### src/wdtc_pkg.sv
// package of constants and types for the watchdog timeout control block
// Overview of operation
// RULE1 - control bit 0 reports timeout status, writable
// RULE2 - writing bit 2 forces timeout, self-clears
// RULE3 - bit 3 enables keyboard line edge trigger
// RULE4 - edge detector ORed with software force
// RULE5 - power-on clears all; bus reset keeps status
// RULE6 - software writes zeros to bits 7:4
// RULE7 - eight-bit length, zero disables timeout
// RULE8 - units bit 7: minutes default, seconds
// RULE9 - enabled joystick, keyboard, mouse restarts reload
// RULE10 - four-bit irq map, 0000 off, 0010 invalid
// RULE11 - timeout sets status, irq until cleared
package wdtc_pkg;
   localparam logic [7:0] WDTC_UNITS_OFS = 8'h52;
   localparam logic [7:0] WDTC_VALUE_OFS = 8'h53;
   localparam logic [7:0] WDTC_CFG_OFS = 8'h54;
   localparam logic [7:0] WDTC_CTRL_OFS = 8'h55;
   localparam logic [7:0] WDTC_ISTAT_OFS = 8'h60;
   localparam logic [7:0] WDTC_IMASK_OFS = 8'h61;
   localparam logic [7:0] WDTC_RESET_VAL = 8'h00;
   localparam int WDTC_STAT_BIT = 0;
   localparam int WDTC_FORCE_BIT = 2;
   localparam int WDTC_KBEN_BIT = 3;
   localparam int WDTC_UNIT_BIT = 7;
   localparam int WDTC_JOY_BIT = 0;
   localparam int WDTC_KBD_BIT = 1;
   localparam int WDTC_MOU_BIT = 2;
   localparam logic [3:0] WDTC_IRQ_OFF = 4'h0;
   localparam logic [3:0] WDTC_IRQ_BAD = 4'h2;
   localparam int WDTC_CLK_MHZ = 250;
   localparam int WDTC_SECOND_NS = 1000000000;
   localparam int WDTC_CLK_NS = 1000 / WDTC_CLK_MHZ;
   localparam int WDTC_SEC_CYC = WDTC_SECOND_NS / WDTC_CLK_NS;
   localparam int WDTC_MIN_SEC = 60;
   typedef struct packed {
      logic joy;
      logic kbd;
      logic mouse;
   } wdtc_restart_s;
endpackage

### src/wdtc_edge_det.sv
// three-stage synchroniser with self-clearing rising edge pulse
`timescale 1ns/1ps
`default_nettype none
module wdtc_edge_det (
   input wire logic mclk,
   input wire logic rst_n,
   input wire logic lineIn,
   output logic risePulse
);
   logic s1_q, s2_q, s3_q, level_q;
   wire agree = (s2_q == s3_q);
   always_ff @(posedge mclk) begin
      if (!rst_n) begin
         s1_q <= 1'b0;
         s2_q <= 1'b0;
         s3_q <= 1'b0;
         level_q <= 1'b0;
         risePulse <= 1'b0;
      end else begin
         s1_q <= lineIn;
         s2_q <= s1_q;
         s3_q <= s2_q;
         if (agree) level_q <= s3_q;
         // one pulse per rise however long the line stays high, see RULE4
         risePulse <= agree && s3_q && !level_q;
      end
   end
endmodule
`default_nettype wire

### src/wdtc_top.sv
// watchdog timeout control with ahb-lite register slave
//
// Added by the designer: the AHB-Lite register port.
`timescale 1ns/1ps
`default_nettype none
module wdtc_top
   import wdtc_pkg::*;
#(
   parameter int SEC_CYCLES = WDTC_SEC_CYC,
   parameter int MIN_SECS = WDTC_MIN_SEC
) (
   input wire logic mclk,
   input wire logic rst_n,
   input wire logic pciRst_n,
   input wire logic hsel,
   input wire logic [31:0] haddr,
   input wire logic [1:0] htrans,
   input wire logic hwrite,
   input wire logic [2:0] hsize,
   input wire logic [31:0] hwdata,
   input wire logic hready,
   output logic [31:0] hrdata,
   output logic hreadyout,
   output logic hresp,
   input wire logic kbc_trigger_line,
   input wire wdtc_restart_s restartEv,
   output logic [15:0] irqLines,
   output logic irqOut
);
   initial begin
      if (SEC_CYCLES < 2 || MIN_SECS < 1)
         $error("wdtc_top: bad timing parameters");
   end
   logic [7:0] units_q, value_q, cfg_q, ctrl_q;
   logic [1:0] istat_q, imask_q;
   logic wrPend_q;
   logic [7:0] wrAddr_q;
   logic [31:0] secCnt_q;
   logic [7:0] minCnt_q, tick_q;
   logic kbRise, hitPrev_q;
   // address phase capture
   wire addrPh = hsel && hready && htrans[1];
   wire [7:0] byteAddr = haddr[9:2] == 8'h00 ? 8'h00 : haddr[9:2];
   wire wrCtrl = wrPend_q && wrAddr_q == WDTC_CTRL_OFS;
   wire wrUnits = wrPend_q && wrAddr_q == WDTC_UNITS_OFS;
   wire wrValue = wrPend_q && wrAddr_q == WDTC_VALUE_OFS;
   wire wrCfg = wrPend_q && wrAddr_q == WDTC_CFG_OFS;
   wire wrIstat = wrPend_q && wrAddr_q == WDTC_ISTAT_OFS;
   wire wrImask = wrPend_q && wrAddr_q == WDTC_IMASK_OFS;
   wire [7:0] rdAddr = haddr[9:2];
   wire [7:0] rdSel;
   assign rdSel = rdAddr == WDTC_CTRL_OFS ? {4'h0, ctrl_q[3], 2'b00,
                                              ctrl_q[0]} :
                  rdAddr == WDTC_UNITS_OFS ? units_q :
                  rdAddr == WDTC_VALUE_OFS ? value_q :
                  rdAddr == WDTC_CFG_OFS ? cfg_q :
                  rdAddr == WDTC_ISTAT_OFS ? {6'h0, istat_q} :
                  rdAddr == WDTC_IMASK_OFS ? {6'h0, imask_q} : 8'h00;
   wdtc_edge_det uEdge (
      .mclk(mclk),
      .rst_n(rst_n),
      .lineIn(kbc_trigger_line),
      .risePulse(kbRise)
   );
   // force strobe ORed with gated keyboard edge, see RULE2 see RULE3 see RULE4
   wire forceEv = (wrCtrl && hwdata[WDTC_FORCE_BIT]) ||
                  (ctrl_q[WDTC_KBEN_BIT] && kbRise);
   // restart sources gated by config except value and units writes, see RULE9
   wire restart = (restartEv.joy && cfg_q[WDTC_JOY_BIT]) ||
                  (restartEv.kbd && cfg_q[WDTC_KBD_BIT]) ||
                  (restartEv.mouse && cfg_q[WDTC_MOU_BIT]) ||
                  wrValue || wrUnits;
   // zero length disables, see RULE7
   wire enabled = value_q != 8'h00;
   wire inSec = units_q[WDTC_UNIT_BIT]; // see RULE8
   wire secDone = secCnt_q == 32'(SEC_CYCLES - 1);
   wire minDone = minCnt_q == 8'(MIN_SECS - 1);
   wire unitDone = secDone && (inSec || minDone);
   wire hit = enabled && unitDone && tick_q == value_q - 8'd1;
   wire expire = hit && !hitPrev_q;
   wire timeoutEv = expire || forceEv; // see RULE11
   wire [3:0] irqMap = cfg_q[7:4];
   wire irqValid = irqMap != WDTC_IRQ_OFF && irqMap != WDTC_IRQ_BAD;
   always_ff @(posedge mclk) begin
      if (!rst_n || !pciRst_n) begin
         wrPend_q <= 1'b0;
         wrAddr_q <= 8'h00;
         hrdata <= 32'h0000_0000;
      end else begin
         wrPend_q <= addrPh && hwrite;
         wrAddr_q <= byteAddr;
         if (addrPh && !hwrite) hrdata <= {24'h00_0000, rdSel};
      end
   end
   always_ff @(posedge mclk) begin
      if (!rst_n) begin
         ctrl_q <= WDTC_RESET_VAL; // see RULE5
      end else if (!pciRst_n) begin
         ctrl_q <= {7'h00, ctrl_q[WDTC_STAT_BIT]}; // see RULE5
      end else begin
         // set wins over software clear, see RULE1 see RULE11
         if (timeoutEv) ctrl_q[WDTC_STAT_BIT] <= 1'b1;
         else if (wrCtrl) ctrl_q[WDTC_STAT_BIT] <= hwdata[WDTC_STAT_BIT];
         // reserved bits held at zero, see RULE6
         if (wrCtrl) ctrl_q[WDTC_KBEN_BIT] <= hwdata[WDTC_KBEN_BIT];
      end
   end
   always_ff @(posedge mclk) begin
      if (!rst_n || !pciRst_n) begin
         units_q <= WDTC_RESET_VAL;
         value_q <= WDTC_RESET_VAL;
         cfg_q <= WDTC_RESET_VAL;
         imask_q <= 2'b00;
         istat_q <= 2'b00;
      end else begin
         if (wrUnits) units_q <= {hwdata[7], 7'h00};
         if (wrValue) value_q <= hwdata[7:0];
         if (wrCfg) cfg_q <= {hwdata[7:4], 1'b0, hwdata[2:0]};
         if (wrImask) imask_q <= hwdata[1:0];
         istat_q[0] <= expire || (istat_q[0] && !(wrIstat && hwdata[0]));
         istat_q[1] <= forceEv || (istat_q[1] && !(wrIstat && hwdata[1]));
      end
   end
   always_ff @(posedge mclk) begin
      if (!rst_n || !pciRst_n || restart || !enabled) begin
         secCnt_q <= 32'h0000_0000;
         minCnt_q <= 8'h00;
         tick_q <= 8'h00;
         hitPrev_q <= 1'b0;
      end else if (!ctrl_q[WDTC_STAT_BIT]) begin
         hitPrev_q <= hit;
         secCnt_q <= secDone ? 32'h0000_0000 : secCnt_q + 32'd1;
         if (secDone) minCnt_q <= minDone ? 8'h00 : minCnt_q + 8'd1;
         if (unitDone && !hit) tick_q <= tick_q + 8'd1;
      end
   end
   // mapped irq held while status set, see RULE10 see RULE11
   always_ff @(posedge mclk) begin
      if (!rst_n) begin
         irqLines <= 16'h0000;
         irqOut <= 1'b0;
      end else begin
         irqLines <= (ctrl_q[WDTC_STAT_BIT] && irqValid) ?
                     16'(1) << irqMap : 16'h0000;
         irqOut <= |(istat_q & imask_q);
      end
   end
   assign hreadyout = 1'b1;
   assign hresp = 1'b0;
   force_sets_a: assert property (@(posedge mclk) disable iff (!rst_n)
      (pciRst_n && wrCtrl && hwdata[2]) |=> ctrl_q[0]) // see RULE2
      else $error("force did not set status");
   kb_gate_a: assert property (@(posedge mclk) disable iff (!rst_n)
      (pciRst_n && kbRise && ctrl_q[3]) |=> ctrl_q[0]) // see RULE3
      else $error("keyboard edge missed");
   pci_keep_a: assert property (@(posedge mclk) disable iff (!rst_n)
      !pciRst_n |=> ctrl_q[7:1] == 7'h00 && ctrl_q[0] == $past(ctrl_q[0]))
      else $error("bus reset wrong"); // see RULE5
   rsv_zero_a: assert property (@(posedge mclk) disable iff (!rst_n)
      ctrl_q[7:4] == 4'h0)
      else $error("reserved bits set"); // see RULE6
   irq_map_a: assert property (@(posedge mclk) disable iff (!rst_n)
      ##1 (irqLines != 16'h0000) |-> $past(ctrl_q[0]) && $past(irqValid))
      else $error("irq without status"); // see RULE10
   irq_out_a: assert property (@(posedge mclk) disable iff (!rst_n)
      irqOut == $past(|(istat_q & imask_q)))
      else $error("interrupt level wrong"); // see RULE11
   zero_off_a: assert property (@(posedge mclk) disable iff (!rst_n)
      !enabled |-> !expire) // see RULE7
      else $error("disabled timer expired");
   pulse_one_a: assert property (@(posedge mclk) disable iff (!rst_n)
      kbRise |=> !kbRise) // see RULE4
      else $error("edge pulse too long");
   force_c: cover property (@(posedge mclk) wrCtrl && hwdata[2]);
   kb_c: cover property (@(posedge mclk) kbRise && ctrl_q[3]);
   expire_c: cover property (@(posedge mclk) expire);
endmodule
`default_nettype wire
### config.mk
export PLATFORM = sky130hd
export DESIGN_NAME = wdtc_top
export DESIGN_NICKNAME = d
export VERILOG_FILES = /design/src/wdtc_pkg.sv /design/src/wdtc_edge_det.sv /design/src/wdtc_top.sv
export SDC_FILE = /design/constraint.sdc
export NUM_CORES = 1
export LEC_CHECK = 0
export ABC_AREA = 1
export BUFFER_PORTS_ARGS = -buffer_cell sky130_fd_sc_hd__buf_4
export CAP_MARGIN = 20
export CORE_MARGIN = 5
export CORE_UTILIZATION = 49
export CTS_BUF_LIST = sky130_fd_sc_hd__clkbuf_8
export CTS_CLUSTER_DIAMETER = 50
export DETAILED_ROUTE_END_ITERATION = 8
export PLACE_DENSITY = 0.77
export SYNTH_ARGS = -nofsm -noshare
export SYNTH_HDL_FRONTEND = slang
export SYNTH_SLANG_ARGS = --single-unit
### constraint.sdc
create_clock -name mclk -period 1.9 [get_ports mclk]
set_input_delay 0.19 -clock mclk [delete_from_list [all_inputs] [get_ports mclk]]
set_output_delay 0.19 -clock mclk [all_outputs]
set_load 0.05 [all_outputs]
==> results.txt <==
The post-CTS clock slew at the launch and capture registers of the worst setup and hold paths came out at 0.11 ns. For this run, the number of Yosys warnings is 0. The minimum period implied by the final worst setup slack came out at 1.80 ns. The area inside the core boundary came out at 11300 um^2. The kind of end point of the critical path is a flop.

The repair_antennas step left the layout with diodes totalling 0. The synthesized-area fraction occupied by and/or/nand/nor cells came out at 0.317. No sink is reached through more buffers than the 2 on the longest clock path. The HPWL after detailed placement is 9860 um. The share of the Yosys chip area taken by registers is 0.396. The detail route stage leaves a number of antenna-violating nets equal to 0. VDD sags by at most 0.000504 V. The leakage dissipation came out at 2.65 nW. The via density per instance is 5.00. The top cell types in the final layout, fill and taps aside, are sky130_fd_sc_hd__nand2_1 (142), sky130_fd_sc_hd__inv_1 (109), sky130_fd_sc_hd__nor2_1 (106), sky130_fd_sc_hd__dfxtp_1 (103), sky130_fd_sc_hd__buf_4 (97). Entering global routing, the biggest net connects 22 pins. The number of hold-slack violations in the final timing report was 0. The via count of the first global-routing pass came out at 4625. TritonCTS built the clock tree.

The overall die width is 117 um. In the synthesized netlist the dominant register cell turns out to be sky130_fd_sc_hd__dfxtp_1. The boundary pin count came out at 130. At the worst endpoint, the required time is 2.18 ns. The fraction of met2 tracks used by global routing came out at 0.304. The layout filler cell count came out at 1063.

The post-detailed-route wirelength per cell came out at 12.3 um. Summing over every cut layer, the via total after detailed routing is 5225. By area, the combinational part of the netlist is dominated by simple AND/OR/NAND/NOR gates. The insertion delay to the later sink of the worst-skew pair is 0.40 ns. The post-synthesis xor/xnor area fraction is 0.0394. The layer flagged by global routing as most heavily used is met2. The count of H-tree levels built during CTS came out at 3. The final setup violation count came out at 0. The share of layout cells above drive strength 1 is 0.200.

The row count is 39. The first-pass GRT wire length came out at 21000 um. The average cell area after synthesis is 6.96 um^2. The maximum net fanout on the critical path is 3. The worst setup skew after layout is 0.0130 ns. The relative area change from synthesis to final layout is 20.7%. For this run, global-route usage on met1 was measured as 0.264. The count of input and output buffers is 51. Of all flip-flops after synthesis, the portion carrying an async set or reset was 0.

The global-route total usage across every layer is 0.193. The relative max-transition margin came out at 0.665. The master cell of the clock root buffer is sky130_fd_sc_hd__clkbuf_8.

The total of max-cap violations came out at 0. The number of pins exceeding their max-slew limit in the final report was 0. Counting flops and latches in the post-synthesis netlist gives 110.

The adder-cell share of the synthesized area came out at 0.0112. The sum of routed wire length over all layers came out at 12800 um. The number of antenna violations at the first check in global routing came out at 0.

The final cycle utilization of the critical path came out at 0.945. The most common library cell in the layout ignoring fill and taps is sky130_fd_sc_hd__nand2_1. The path type of the worst setup path is flop to flop.

The arrival time of data at the critical path endpoint came out at 2.07 ns. The floorplan step set the die height to 117 um. The total congestion overflow came out at 0. The initial core utilization is 0.494.

The number of different library cells used by synthesis comes to 44. The flow ran to the end, and the final reports show no timing, DRC or antenna violations. The class of the tightest hold or removal check is input port to flop. The final core area utilization is 0.596.

The final-layout worst hold slack came out at 0.0324 ns. The first routing iteration left 284 violations. The count of flip-flops with a built-in enable after synthesis is 0.

The TritonCTS buffer count came out at 9. The worst setup path is launched from a flop. The first-pass iteration count of the detailed router came out at 5.

The final estimated routing congestion in global placement came out at 0.932. The final net count came out at 982. The fraction of the mapped netlist area in compound gates came out at 0.112. The area of the die is 13600 um^2. The actual transition at the worst max-transition pin came out at 0.498 ns. The cell area that synthesis handed to floorplanning was 5560 um^2. Synthesis handed over a netlist of 799 instances. The top achievable clock speed is 557 MHz. The total DRC errors in the routed layout came out at 0. The met3 track demand over resource in global routing is 0.0503. For this design the ratio of total power to cell area is 612 nW/um^2. The number of clock sinks came out at 110.

Setup repair after global routing could not meet its margin everywhere. The proportion of synthesized area in mux cells came out at 0.
-- synth_stat cells (all sizes together) (5+ instances only) --
cell type / instances / area, um^2
nand2: 148 / 558
nor2: 126 / 485
inv: 113 / 424
dfxtp: 110 / 2200
nand3: 55 / 285
a21oi: 50 / 277
o21ai: 42 / 210
buf: 31 / 226
nor3: 27 / 140
nand4: 25 / 163
xor2: 19 / 166
clkbuf: 7 / 26.3
nor4: 7 / 71.3
xnor2: 6 / 52.6
ha: 5 / 62.6
-- metrics by stage --
| step | TNS (ns) | setup slack (ns) | instance area (um^2) | instances | power [mW] |
|---|---|---|---|---|---|
| 2_1_floorplan | 0 | 0.0813 | 5660 | 825 | 2.58 |
| 3_3_place_gp | 0 | 0.0416 | 6310 | 1026 | 2.61 |
| 3_5_place_dp | 0 | 0.00875 | 6310 | 1026 | 2.61 |
| 4_1_cts | 0 | 0.00198 | 6550 | 1044 | 4.16 |
| 5_1_grt | -0.137 | -0.0350 | 6720 | 1046 | 4.28 |
| 6_report | 0 | 0.104 | 6720 | 1046 | 4.11 |
-- state kept, by name, indices dropped and copies added, names as in the netlist, 2 cells and up --
register and count:
istat_q 2, ctrl_q 2, irqLines 16, cfg_q 7, imask_q 2, tick_q 8, minCnt_q 8, value_q 8
secCnt_q 32, wrAddr_q 8, hrdata 8
-- power by group --
part / internal, mW / switching, mW
logic: 0.0586 / 0.186
clock network: 0.651 / 0.892
registers: 2.32 / 0.00558
total: 3.03 / 1.08
-- area by class of cell --
| class | instances | area, um^2 | area share |
|---|---|---|---|
| clock buffers | 9 | 124 | 0.0184 |
| clock inverters | 7 | 95.1 | 0.0142 |
| inverters | 115 | 433 | 0.0644 |
| multi-input cells | 562 | 2920 | 0.434 |
| flip-flops and latches | 110 | 2210 | 0.329 |
| well taps | 143 | 179 | 0.0266 |
| repair buffers | 100 | 759 | 0.113 |
-- worst paths after layout --
kind / start / end / slack, ns / cells past startpoint
max: secCnt_q[0]$_SDFFE_PP0N_ / tick_q[1]$_SDFFE_PP0P_ / 0.10 / 11
min: haddr[8] / wrAddr_q[6]$_SDFF_PP0_ / 0.03 / 3
max reg2reg: secCnt_q[0]$_SDFFE_PP0N_ / tick_q[1]$_SDFFE_PP0P_ / 0.10 / 11
min reg2reg: uEdge.level_q$_SDFFE_PN0N_ / uEdge.risePulse$_SDFF_PN0_ / 0.42 / 1
-- worst max-delay path: stages, from the launching register on --
cell                      delay, ns
sky130_fd_sc_hd__dfxtp_2       0.37
sky130_fd_sc_hd__ha_1          0.17
sky130_fd_sc_hd__nand2_1       0.07
sky130_fd_sc_hd__nor2_1        0.12
sky130_fd_sc_hd__nand3_1       0.10
sky130_fd_sc_hd__nor2_2        0.14
sky130_fd_sc_hd__nand3_2       0.14
sky130_fd_sc_hd__nor2_4        0.14
sky130_fd_sc_hd__nand4_4       0.13
sky130_fd_sc_hd__buf_4         0.17
sky130_fd_sc_hd__nand4_1       0.06
sky130_fd_sc_hd__a21oi_1       0.07
-- layer usage --
metal | vias to the layer above | wire, um
met5 | - | 0
met4 | 0 | 177
met3 | 13 | 817
met2 | 155 | 5790
met1 | 2338 | 6050
li1 | 2719 | -
-- cell families after synthesis --
group	Yosys count
simple gates	395
flops	110
fa+ha+maj	5
compound gates	109
xor+xnor	25
other cells	2
buf+inv	153
-- repair_timing --
action                     in CTS  in global routing
hold buffers                    2                  0
hold endpoints to repair        2                  0
setup endpoints to repair       2                 35
gates cloned                    0                  0
gates resized for setup         0                 50
setup buffers                   0                  3
pin swaps                       2                 10
No activity file was read; power rests on OpenSTA's default activity.
